## src/dcac_regs.vh

```
// Register map, control fields and reset values of the DMA address counters
`ifndef DCAC_REGS_VH
`define DCAC_REGS_VH

// Channel count and register index within a channel window
`define DCAC_NUM_CH 6
`define DCAC_SRC_IDX 3'h0
`define DCAC_DST_IDX 3'h1
`define DCAC_OFS_IDX 3'h2
`define DCAC_CNT_IDX 3'h3
`define DCAC_CTL_IDX 3'h4

// Global status word, byte address
`define DCAC_STAT_ADDR 8'hc0

// Control bits: enable, end-of-block request enable
`define DCAC_CTL_EN 23
`define DCAC_CTL_EOB_EN 22
// transfer_mode_field bits 21..19
`define DCAC_CTL_SWTRIG 21
`define DCAC_CTL_KEEP 20
`define DCAC_CTL_BLK 19
// Counter split, address modes, dimension and packing
`define DCAC_CTL_DUAL 0
`define DCAC_CTL_SMODE 3:1
`define DCAC_CTL_SDIM 4
`define DCAC_CTL_DMODE 7:5
`define DCAC_CTL_DDIM 8
`define DCAC_CTL_SPACK 9
`define DCAC_CTL_DPACK 10

// addr_mode_field encodings
`define DCAC_AM_NONE 3'h0
`define DCAC_AM_INC1 3'h1
`define DCAC_AM_DEC1 3'h2
`define DCAC_AM_INC3 3'h3
`define DCAC_AM_DEC3 3'h4

// Reset values and packing figures
`define DCAC_REG_RESET 24'h00_0000
`define DCAC_LAST_BYTE 2'h2

`endif

```

## src/dcac_top.v

```verilog
// DMA channel address counters, transfer engine and byte packing
//
// The implementer's own choices: the Avalon-MM register port and the address map.
`timescale 1ns/1ps
`include "dcac_regs.vh"
////////////////////////////////////////////////////////////////////////
////////////////////////////////////////////////////////////////////////

module dcac_top (
   input wire core_clk_i, // Core clock, 40 MHz
   input wire rst_n_i, // Async reset, active low
   input wire [7:0] avs_address_i, // Avalon byte address
   input wire avs_read_i, // Avalon read
   input wire avs_write_i, // Avalon write
   input wire [31:0] avs_writedata_i, // Avalon write data
   input wire [3:0] avs_byteenable_i, // Avalon byte lanes
   output reg [31:0] avs_readdata_o, // Avalon read data
   output reg avs_waitrequest_o, // Avalon stall
   input wire [5:0] trig_i, // Per-channel trigger pulses
   output reg bus_req_o, // Access request to the bus unit
   output reg bus_we_o, // Access is a write
   output reg [23:0] bus_addr_o, // Access address
   output reg [23:0] bus_wdata_o, // Write data, byte in [7:0]
   output reg bus_byte_o, // Byte-wide external access
   output reg [2:0] bus_chan_o, // Channel owning the access
   output reg bus_inpage_o, // Access continues a channel run
   input wire bus_ack_i, // Access done
   input wire [23:0] bus_rdata_i, // Read data, byte in [7:0]
   output reg [5:0] eob_req_o // End-of-block pulses
);

////////////////////////////////////////////////////////////////////////
// Engine states
localparam [1:0] ST_IDLE = 2'h0; // Waiting for a ready channel
localparam [1:0] ST_RD = 2'h1; // Source read
localparam [1:0] ST_WR = 2'h2; // Destination write
localparam [1:0] ST_UPD = 2'h3; // Counter and address update

reg [1:0] state; // Engine state
reg [2:0] eng_ch; // Channel being served
reg [1:0] bidx; // Byte index when packing
reg [23:0] data; // Word in flight
wire eng_upd; // One-cycle update strobe
wire busy; // Engine not idle

// Flattened per-channel register views
wire [143:0] src_v; // Source addresses
wire [143:0] dst_v; // Destination addresses
wire [143:0] ofs_v; // Offsets
wire [143:0] cnt_v; // Live counters
wire [143:0] init_v; // Preloaded counts
wire [143:0] ctl_v; // Control words
wire [5:0] pend_v; // Pending triggers
wire [5:0] ready_v; // Channel may run
wire [5:0] eob_set; // End-of-block events

// Bus slave decode
wire [2:0] ch_sel; // Addressed channel
wire [2:0] reg_idx; // Addressed register
wire wr_go; // Write commits this edge
reg [31:0] rd_mux; // Read data source

// Current channel's values
wire [23:0] cur_src; // Source of served channel
wire [23:0] cur_dst; // Destination of served channel
wire [23:0] cur_ofs; // Offset of served channel
wire [23:0] cur_cnt; // Counter of served channel
wire [23:0] cur_init; // Preload of served channel
wire [23:0] cur_ctl; // Control of served channel

// Next values for the served channel
reg row_end; // First-level run ends here
reg blk_last; // Final transfer of the block
reg [23:0] next_cnt; // Counter after transfer
reg [23:0] next_src; // Source after transfer
reg [23:0] next_dst; // Destination after transfer
reg [2:0] pick; // Lowest ready channel
integer k; // Scan index

genvar gi;

////////////////////////////////////////////////////////////////////////
// Byte-lane merge of a bus write into a 24-bit register
function [23:0] merge;
   input [23:0] old;
   input [31:0] wd;
   input [3:0] be;
   begin
      merge[7:0] = be[0] ? wd[7:0] : old[7:0];
      merge[15:8] = be[1] ? wd[15:8] : old[15:8];
      merge[23:16] = be[2] ? wd[23:16] : old[23:16];
   end
endfunction

// Address step for one pointer
function [23:0] step;
   input [23:0] a;
   input [2:0] m;
   input d2;
   input re;
   input [23:0] o;
   begin
      case (m)
         `DCAC_AM_INC1: step = a + 24'h00_0001;
         `DCAC_AM_DEC1: step = a - 24'h00_0001;
         `DCAC_AM_INC3: step = a + 24'h00_0003;
         `DCAC_AM_DEC3: step = a - 24'h00_0003;
         default: step = a;
      endcase
      // Offset replaces the step at the end of a run
      if (m != `DCAC_AM_NONE && d2 && re) begin
         step = a + o;
      end
   end
endfunction

////////////////////////////////////////////////////////////////////////
// Bus slave decode: channel window of 32 bytes each
assign ch_sel = avs_address_i[7:5];
assign reg_idx = avs_address_i[4:2];
assign wr_go = avs_write_i & ~avs_waitrequest_o;

assign busy = (state != ST_IDLE);
assign eng_upd = (state == ST_UPD);

// Served channel's registers
assign cur_src = src_v[eng_ch*24 +: 24];
assign cur_dst = dst_v[eng_ch*24 +: 24];
assign cur_ofs = ofs_v[eng_ch*24 +: 24];
assign cur_cnt = cnt_v[eng_ch*24 +: 24];
assign cur_init = init_v[eng_ch*24 +: 24];
assign cur_ctl = ctl_v[eng_ch*24 +: 24];

////////////////////////////////////////////////////////////////////////
// Per-channel register sets, one identical copy each
generate
   for (gi = 0; gi < `DCAC_NUM_CH; gi = gi + 1) begin : g_ch
      localparam [2:0] CH = gi; // Channel number
      reg [23:0] src; // Source address
      reg [23:0] dst; // Destination address
      reg [23:0] ofs; // addr_offset_reg
      reg [23:0] cnt; // xfer_counter, live
      reg [23:0] init; // xfer_counter preload
      reg [23:0] ctl; // channel_control_reg
      reg pend; // Trigger seen, not served
      wire wsel; // Bus write hits this channel
      wire upd; // Engine updates this channel

      assign wsel = wr_go && (ch_sel == CH);
      assign upd = eng_upd && (eng_ch == CH);

      // Register set; a bus write in the update cycle wins
      always @(posedge core_clk_i or negedge rst_n_i) begin
         if (!rst_n_i) begin
            src <= `DCAC_REG_RESET;
            dst <= `DCAC_REG_RESET;
            ofs <= `DCAC_REG_RESET;
            cnt <= `DCAC_REG_RESET;
            init <= `DCAC_REG_RESET;
            ctl <= `DCAC_REG_RESET;
            pend <= 1'b0;
         end else begin
            // Engine write-back after each word
            if (upd) begin
               src <= next_src;
               dst <= next_dst;
               cnt <= next_cnt;
               // Enable dropped unless the mode keeps it
               if (blk_last && !ctl[`DCAC_CTL_KEEP]) begin
                  ctl[`DCAC_CTL_EN] <= 1'b0;
               end
            end
            // Software access; setting enable beats the clear
            if (wsel) begin
               case (reg_idx)
                  `DCAC_SRC_IDX: src <= merge(src, avs_writedata_i, avs_byteenable_i);
                  `DCAC_DST_IDX: dst <= merge(dst, avs_writedata_i, avs_byteenable_i);
                  `DCAC_OFS_IDX: ofs <= merge(ofs, avs_writedata_i, avs_byteenable_i);
                  `DCAC_CNT_IDX: begin
                     // Counter and its preload load together
                     cnt <= merge(init, avs_writedata_i, avs_byteenable_i);
                     init <= merge(init, avs_writedata_i, avs_byteenable_i);
                  end
                  `DCAC_CTL_IDX: ctl <= merge(ctl, avs_writedata_i, avs_byteenable_i);
                  default: begin end // Unused slot: must not undo the enable clear
               endcase
            end
            // Trigger latch; a new trigger beats the clear
            if (trig_i[gi]) begin
               pend <= 1'b1;
            end else if (upd && (!ctl[`DCAC_CTL_BLK] || blk_last)) begin
               pend <= 1'b0;
            end
         end
      end

      // Ready: enabled, and either triggered or in software trigger mode
      assign ready_v[gi] = ctl[`DCAC_CTL_EN] & (pend | ctl[`DCAC_CTL_SWTRIG]);
      // End-of-block event only when enabled
      assign eob_set[gi] = upd & blk_last & ctl[`DCAC_CTL_EOB_EN];
      assign src_v[gi*24 +: 24] = src;
      assign dst_v[gi*24 +: 24] = dst;
      assign ofs_v[gi*24 +: 24] = ofs;
      assign cnt_v[gi*24 +: 24] = cnt;
      assign init_v[gi*24 +: 24] = init;
      assign ctl_v[gi*24 +: 24] = ctl;
      assign pend_v[gi] = pend;
   end
endgenerate

////////////////////////////////////////////////////////////////////////
// Counter decision for the served channel, tested before the transfer
always @* begin
   if (cur_ctl[`DCAC_CTL_DUAL]) begin
      // Dual: upper and lower fields
      row_end = (cur_cnt[11:0] == 12'h000);
      blk_last = row_end && (cur_cnt[23:12] == 12'h000);
      if (blk_last) begin
         next_cnt = cur_init;
      end else if (row_end) begin
         next_cnt = {cur_cnt[23:12] - 12'h001, cur_init[11:0]};
      end else begin
         next_cnt = {cur_cnt[23:12], cur_cnt[11:0] - 12'h001};
      end
   end else begin
      // Single: whole counter, count plus one words
      row_end = 1'b0;
      blk_last = (cur_cnt == 24'h00_0000);
      next_cnt = blk_last ? cur_init : cur_cnt - 24'h00_0001;
   end
   // Each pointer follows its own mode and dimension
   next_src = step(cur_src, cur_ctl[`DCAC_CTL_SMODE], cur_ctl[`DCAC_CTL_SDIM],
                   row_end, cur_ofs);
   next_dst = step(cur_dst, cur_ctl[`DCAC_CTL_DMODE], cur_ctl[`DCAC_CTL_DDIM],
                   row_end, cur_ofs);
end

// Fixed priority: lowest ready channel wins
always @* begin
   pick = 3'h0;
   for (k = `DCAC_NUM_CH - 1; k >= 0; k = k - 1) begin
      if (ready_v[k]) begin
         pick = k[2:0];
      end
   end
end

////////////////////////////////////////////////////////////////////////
// Transfer engine: one word at a time, so channels never overlap
always @(posedge core_clk_i or negedge rst_n_i) begin
   if (!rst_n_i) begin
      state <= ST_IDLE;
      eng_ch <= 3'h0;
      bidx <= 2'h0;
      data <= `DCAC_REG_RESET;
      bus_req_o <= 1'b0;
      bus_we_o <= 1'b0;
      bus_addr_o <= `DCAC_REG_RESET;
      bus_wdata_o <= `DCAC_REG_RESET;
      bus_byte_o <= 1'b0;
      bus_chan_o <= 3'h0;
      bus_inpage_o <= 1'b0;
   end else begin
      case (state)
         ST_IDLE: begin
            // Arbitrate only between words
            if (|ready_v) begin
               eng_ch <= pick;
               state <= ST_RD;
            end
         end
         ST_RD: begin
            if (!bus_req_o) begin
               // Issue source read; byte-wide only if source packing is set
               bus_req_o <= 1'b1;
               bus_we_o <= 1'b0;
               bus_byte_o <= cur_ctl[`DCAC_CTL_SPACK];
               bus_addr_o <= cur_src + {22'h00_0000, bidx};
               bus_chan_o <= eng_ch;
               // Hint survives other traffic between words
               bus_inpage_o <= (cur_cnt != cur_init) | (bidx != 2'h0);
            end else if (bus_ack_i) begin
               bus_req_o <= 1'b0;
               if (bus_byte_o) begin
                  data[bidx*8 +: 8] <= bus_rdata_i[7:0];
               end else begin
                  data <= bus_rdata_i;
               end
               // Third byte or a word completes the read
               if (!bus_byte_o || bidx == `DCAC_LAST_BYTE) begin
                  bidx <= 2'h0;
                  state <= ST_WR;
               end else begin
                  bidx <= bidx + 2'h1;
               end
            end
         end
         ST_WR: begin
            if (!bus_req_o) begin
               // Issue destination write
               bus_req_o <= 1'b1;
               bus_we_o <= 1'b1;
               bus_byte_o <= cur_ctl[`DCAC_CTL_DPACK];
               bus_addr_o <= cur_dst + {22'h00_0000, bidx};
               bus_chan_o <= eng_ch;
               bus_inpage_o <= (cur_cnt != cur_init) | (bidx != 2'h0);
               if (cur_ctl[`DCAC_CTL_DPACK]) begin
                  bus_wdata_o <= {16'h0000, data[bidx*8 +: 8]};
               end else begin
                  bus_wdata_o <= data;
               end
            end else if (bus_ack_i) begin
               bus_req_o <= 1'b0;
               bus_we_o <= 1'b0;
               if (!bus_byte_o || bidx == `DCAC_LAST_BYTE) begin
                  bidx <= 2'h0;
                  state <= ST_UPD;
               end else begin
                  bidx <= bidx + 2'h1;
               end
            end
         end
         ST_UPD: begin
            // Channel registers take next values at this edge
            state <= ST_IDLE;
         end
         default: begin
            state <= ST_IDLE;
         end
      endcase
   end
end

// End-of-block pulses, registered
always @(posedge core_clk_i or negedge rst_n_i) begin
   if (!rst_n_i) begin
      eob_req_o <= 6'h00;
   end else begin
      eob_req_o <= eob_set;
   end
end

////////////////////////////////////////////////////////////////////////
// Read data select; unmapped addresses read zero
always @* begin
   rd_mux = 32'h0000_0000;
   if (avs_address_i == `DCAC_STAT_ADDR) begin
      rd_mux = {18'h0_0000, pend_v, 4'h0, busy, eng_ch};
   end else if (ch_sel < 3'h6) begin
      case (reg_idx)
         `DCAC_SRC_IDX: rd_mux = {8'h00, src_v[ch_sel*24 +: 24]};
         `DCAC_DST_IDX: rd_mux = {8'h00, dst_v[ch_sel*24 +: 24]};
         `DCAC_OFS_IDX: rd_mux = {8'h00, ofs_v[ch_sel*24 +: 24]};
         `DCAC_CNT_IDX: rd_mux = {8'h00, cnt_v[ch_sel*24 +: 24]};
         `DCAC_CTL_IDX: rd_mux = {8'h00, ctl_v[ch_sel*24 +: 24]};
         default: rd_mux = 32'h0000_0000;
      endcase
   end
end

// Avalon answer: one low waitrequest cycle per request
always @(posedge core_clk_i or negedge rst_n_i) begin
   if (!rst_n_i) begin
      avs_waitrequest_o <= 1'b1;
      avs_readdata_o <= 32'h0000_0000;
   end else if (!avs_waitrequest_o) begin
      // Answer cycle ends; master releases now
      avs_waitrequest_o <= 1'b1;
   end else if (avs_read_i || avs_write_i) begin
      avs_waitrequest_o <= 1'b0;
      avs_readdata_o <= rd_mux;
   end
end

endmodule // dcac_top

```

## config.mk

```make
export PLATFORM = sky130hd
export DESIGN_NAME = dcac_top
export DESIGN_NICKNAME = d
export VERILOG_FILES = /design/src/dcac_top.v
export VERILOG_INCLUDE_DIRS = /design/src /design/src/src
export SDC_FILE = /design/constraint.sdc
export NUM_CORES = 2
export LEC_CHECK = 0
export BUFFER_PORTS_ARGS = -buffer_cell sky130_fd_sc_hd__buf_2
export CORE_UTILIZATION = 58
export CTS_BUF_LIST = sky130_fd_sc_hd__clkbuf_16
export DETAILED_ROUTE_END_ITERATION = 16
export GPL_TIMING_DRIVEN = 0
export PLACE_DENSITY = 0.89
export SYNTH_ARGS = -nofsm -noshare
export SYNTH_HDL_FRONTEND = slang
export SYNTH_SLANG_ARGS = --single-unit
```

## constraint.sdc

```tcl
create_clock -name core_clk_i -period 6.15 [get_ports core_clk_i]
set_input_delay 0.9225 -clock core_clk_i [delete_from_list [all_inputs] [get_ports core_clk_i]]
set_output_delay 0.9225 -clock core_clk_i [all_outputs]
set_load 0.1 [all_outputs]
```

==> impl_metrics.yaml, run 1 <==
global_routing:
  grt_pass1_wl_mm: 566
  grt_pass1_vias: 69250
  grt_max_degree: 131
  overflow: 1
  grt_usage: 0.761
synthesis:
  ys.flop_type: "dfrtp_1"
  yosysWarnings: 0
  synth_cells: 6573
  synthTopCellsByArea: "dfrtp_1, mux2_2, a21oi_1"
  syn_area_um2: 61400
  synth.distinct_cells: 112
  synth-seq-cells: 987
  async_reset_ff_frac: 1.00
  synth.most_common_cell: "dfrtp_1"
  avgSynthCellArea_um2: 9.34
  synthTopCellsByCount: "dfrtp_1, nand2_1, a21oi_1"
  synth-seq-area-share: 0.402
  yosys.area.top_type: "dfrtp_1"
  yosysTopAreaCellShare: 0.402
  synth_edf_count: 0
placed_design:
  dp_slack_ns: -5.60
  dp_hpwl_mm: 298
  gp_congestion: 1.30
  portBuffers: 143
die:
  start_util: 0.584
  rows: 119
  fp.dieH_um: 327
  ios: 173
  die_w_um: 327
cts:
  clockBufferDepth: 3
  cts_max_level: 3
  cts-buffers-inserted: 108
  clock_sinks: 987
  cts-root-buf: "clkbuf_16"
run_status:
  lastStage: "global routing"
  stop_error: "[ERROR GRT-0116] Global routing finished with congestion. Check the congestion regions in the DRC Viewer."
  status: "did not finish"
## kinds of logic after synthesis
logic type | after synthesis | share of synthesized area
and+or+nand+nor | 1741 | 0.124
other | 1 | 0.0000611
adders and majority gates | 72 | 0.0153
AOI/OAI and AO/OA | 2186 | 0.228
muxes | 836 | 0.167
xor gates and xnor gates | 145 | 0.0209
DFF | 987 | 0.402
buffers and inverters | 605 | 0.0421
## per-stage QoR
| stage | hold slack [ns] | cell area (um2) | instances | TNS, ns |
|---|---|---|---|---|
| after floorplan | 0.466 | 61500 | 6580 | 0 |
| after global placement | 0.458 | 63900 | 8114 | - |
| after detailed placement | 0.465 | 64300 | 8132 | -1872.28 |
| after CTS | 0.164 | 69400 | 8367 | -1.44 |
## timing repair
item                                    CTS
gates resized for setup                 336
hold buffers                              0
pin swaps                                30
setup buffers                            46
endpoints found under the setup margin  495
## routing by layer
metal / overflow / GRT usage
met5: 0 / 0.348
met2: 0 / 0.901
met4: 1 / 0.707
met1: 0 / 0.788
met3: 0 / 0.626
==> run 2, diff against run 1 <==
- CORE_UTILIZATION: 58 -> 40
- CTS_BUF_LIST: sky130_fd_sc_hd__clkbuf_16 -> not set
- PLACE_DENSITY: 0.89 -> not set
- PLACE_DENSITY_LB_ADDON: not set -> 0.15
- clock period: 6.15 -> 8 ns (I/O delays scaled with it)
==> run 2 against run 1 <==
Compared with the run above: the flow now finishes, with violations (capacitance limit, slew limit, setup timing); area after synthesis is the same; synthesized cell count did not move.
==> impl_metrics.yaml, run 2 <==
sta:
  finClkSkew_ns: 0.0642
  setup_viol: 43
  slew_headroom: -0.125
  finalHoldViolCount: 0
  tns_ns: -3.92
  holdWs_ns: 0.361
  tightest_slew_ns: 1.68
  setup_ws_ns: -0.220
  fmax_mhz: 122
  fin_crit_sh: 1.03
  min_period_ns: 8.22
  drv_slew: 127
global_routing:
  grt_pass1_wl_mm: 559
  antenna_found_initial: 49
  met2_usage: 0.738
  grt_usage: 0.534
  grt_pass1_vias: 61321
  top_usage_layer: "met2"
  met3_usage: 0.225
  met1_usage: 0.632
  grt_max_degree: 157
  overflow: 0
worst_setup_path:
  crit_buf_inv: 10
  crit_chain: "buf_6 -> buf_6 -> buf_6 -> buf_6 -> mux2i_1 -> nor2_1 -> nor3_2 -> nand3_1 -> inv_2 -> buf_2 -> clkbuf_1 -> buf_2 -> ha_1 -> inv_1 -> o41a_1 -> o2111ai_1 -> o211ai_1 -> or4_1 -> o31a_1 -> nor3_1 -> o21ai_1 -> xnor2_2 -> buf_4 -> o22ai_1"
  cpMostUsedCell: "buf_6"
  cp_slowest_cell: "dfrtp_2"
  crit_family: "buffers and inverters"
  crit_path_start_kind: "register"
  cp.required_ns: 8.66
  worstPathMaxFanout: 13
  crit_path_max_incr_delay_ns: 0.64
  end_kind: "register"
  worstPathArrival_ns: 8.88
  criticalPathCategory: "reg -> reg"
synthesis:
  synthTopCellsByArea: "dfrtp_1, mux2_2, a21oi_1"
  synth-seq-area-share: 0.402
  syn_area_um2: 61400
  async_reset_ff_frac: 1.00
  synth.distinct_cells: 112
  synth_cells: 6573
  yosysWarnings: 0
  yosys.area.top_type: "dfrtp_1"
  ys.flop_type: "dfrtp_1"
  synth.most_common_cell: "dfrtp_1"
  avgSynthCellArea_um2: 9.34
  synthTopCellsByCount: "dfrtp_1, nand2_1, a21oi_1"
  synth_edf_count: 0
  yosysTopAreaCellShare: 0.402
  synth-seq-cells: 987
flow_run:
  cap_violations: 20
placed_design:
  dp_hpwl_mm: 341
  portBuffers: 143
  gp_congestion: 1.12
drt:
  drtIter0Drc: 10888
  avgRoutedWirePerCell_um: 47.1
  drt-vias-per-instance: 7.30
  dr.pass1.iters: 10
  num_vias: 65936
  drt-total-wl_mm: 425
  drcViolationCount: 0
  antenna_left: 0
cts:
  cts-root-buf: "clkbuf_16"
  clock_latency_ns: 0.81
  cts_tree: "built"
  cts-buffers-inserted: 117
  clockBufferDepth: 3
  clk_pin_slew_ns: 0.07
  cts_max_level: 3
  clock_sinks: 987
die:
  fp.dieH_um: 394
  core_um2: 152000
  ios: 173
  dieArea_um2: 155000
  die_w_um: 394
  rows: 143
  start_util: 0.403
cells_and_area:
  layout_common_cells: "dfrtp_1, nand2_1, a21oi_1"
  layout_commonest_cell: "dfrtp_1"
  fin_nets: 7023
  utilization: 0.459
  drive_above_1_share: 0.165
  syn2layout_area_growth_pct: 13.7
pwr:
  peakVddDrop_v: 0.000254
  power.leakage_nw: 28.4
  power.total_mw: 32.8
  power_density_nw_per_um2: 470
run_status:
  status: "complete, but fails checks"
  failed_checks: "capacitance limit, slew limit, setup timing"
hold_path:
  hold_class: "in -> async"
## run 2: cell counts after synthesis
Identical to the previous run, type by type.
## run 2: routing by layer
layer,up-vias,part of all wire
met5,-,0.0014
met4,28,0.11
met3,1792,0.14
met2,5909,0.40
met1,32916,0.36
li1,25291,-
## run 2: area by class of cell
cell class	count	area [um2]
inverters	85	323
clock buffers	159	3320
multi-input cells	4988	34400
well taps	2030	2540
repair buffers	183	1230
diodes	28	70.1
fillers	14856	82400
plain buffers	510	2390
flip-flops and latches	987	24700
clock inverters	61	918
## run 2: path summary, 6_finish.rpt
kind,start,end,slack [ns],cells after the start
worst max-delay path,eng_ch[0],g_ch[0].dst[16],-0.22,24
worst min-delay path,rst_n_i,g_ch[3].src[5],0.36,1
worst max register to register,eng_ch[0],g_ch[0].dst[16],-0.22,24
worst min register to register,bus_addr_o[20],bus_addr_o[20],0.47,2
max in group asynchronous,rst_n_i,g_ch[1].init[19],5.20,4
min in group core_clk_i,bus_addr_o[20],bus_addr_o[20],0.47,2
## run 2: where the power goes
group	internal, mW	switching (mW)
Sequential	6.15	2.12
Clock	3.50	2.53
Combinational	5.05	13.4
Total	14.7	18.1
## run 2: cell families (layout without fill, tap and decap cells)
group	count (synthesis)	count (layout)	share of synthesized area
AOI/OAI and AO/OA	2186	2186	0.228
and+or+nand+nor	1741	1741	0.124
DFF	987	987	0.402
muxes	836	836	0.167
buffers and inverters	605	998	0.0421
xor gates and xnor gates	145	145	0.0209
adders and majority gates	72	72	0.0153
other	1	36	0.0000611
## run 2: worst reg2reg max path, stage by stage (launching register included)
cell       delay (ns)
dfrtp_2          0.64
buf_6            0.35
buf_6            0.38
buf_6            0.40
buf_6            0.45
mux2i_1          0.44
nor2_1           0.13
nor3_2           0.32
nand3_1          0.22
inv_2            0.18
buf_2            0.27
clkbuf_1         0.43
buf_2            0.43
ha_1             0.26
inv_1            0.10
o41a_1           0.45
o2111ai_1        0.18
o211ai_1         0.24
or4_1            0.61
o31a_1           0.33
nor3_1           0.21
o21ai_1          0.31
xnor2_2          0.28
buf_4            0.21
o22ai_1          0.26
## run 2: repair_timing
action                                  in CTS  in global routing
pin swaps                                    1                  0
resized for setup                           79                 32
gates cloned                                 0                  0
buffers inserted                             1                  0
endpoints found under the setup margin     474                120
hold buffers                                 0                  0
## run 2: metrics by stage
step / instances / worst slack (ns) / instance area, um2
finish: 9031 / -0.220 / 69900
global route: 9004 / -0.00139 / 69800
CTS: 9001 / 0.0189 / 69600
detailed placement: 8789 / -4.03 / 65300
global placement: 8753 / -17.23 / 64700
floorplan: 6580 / 1.62 / 61500
Power figures use the tool's default switching activity.
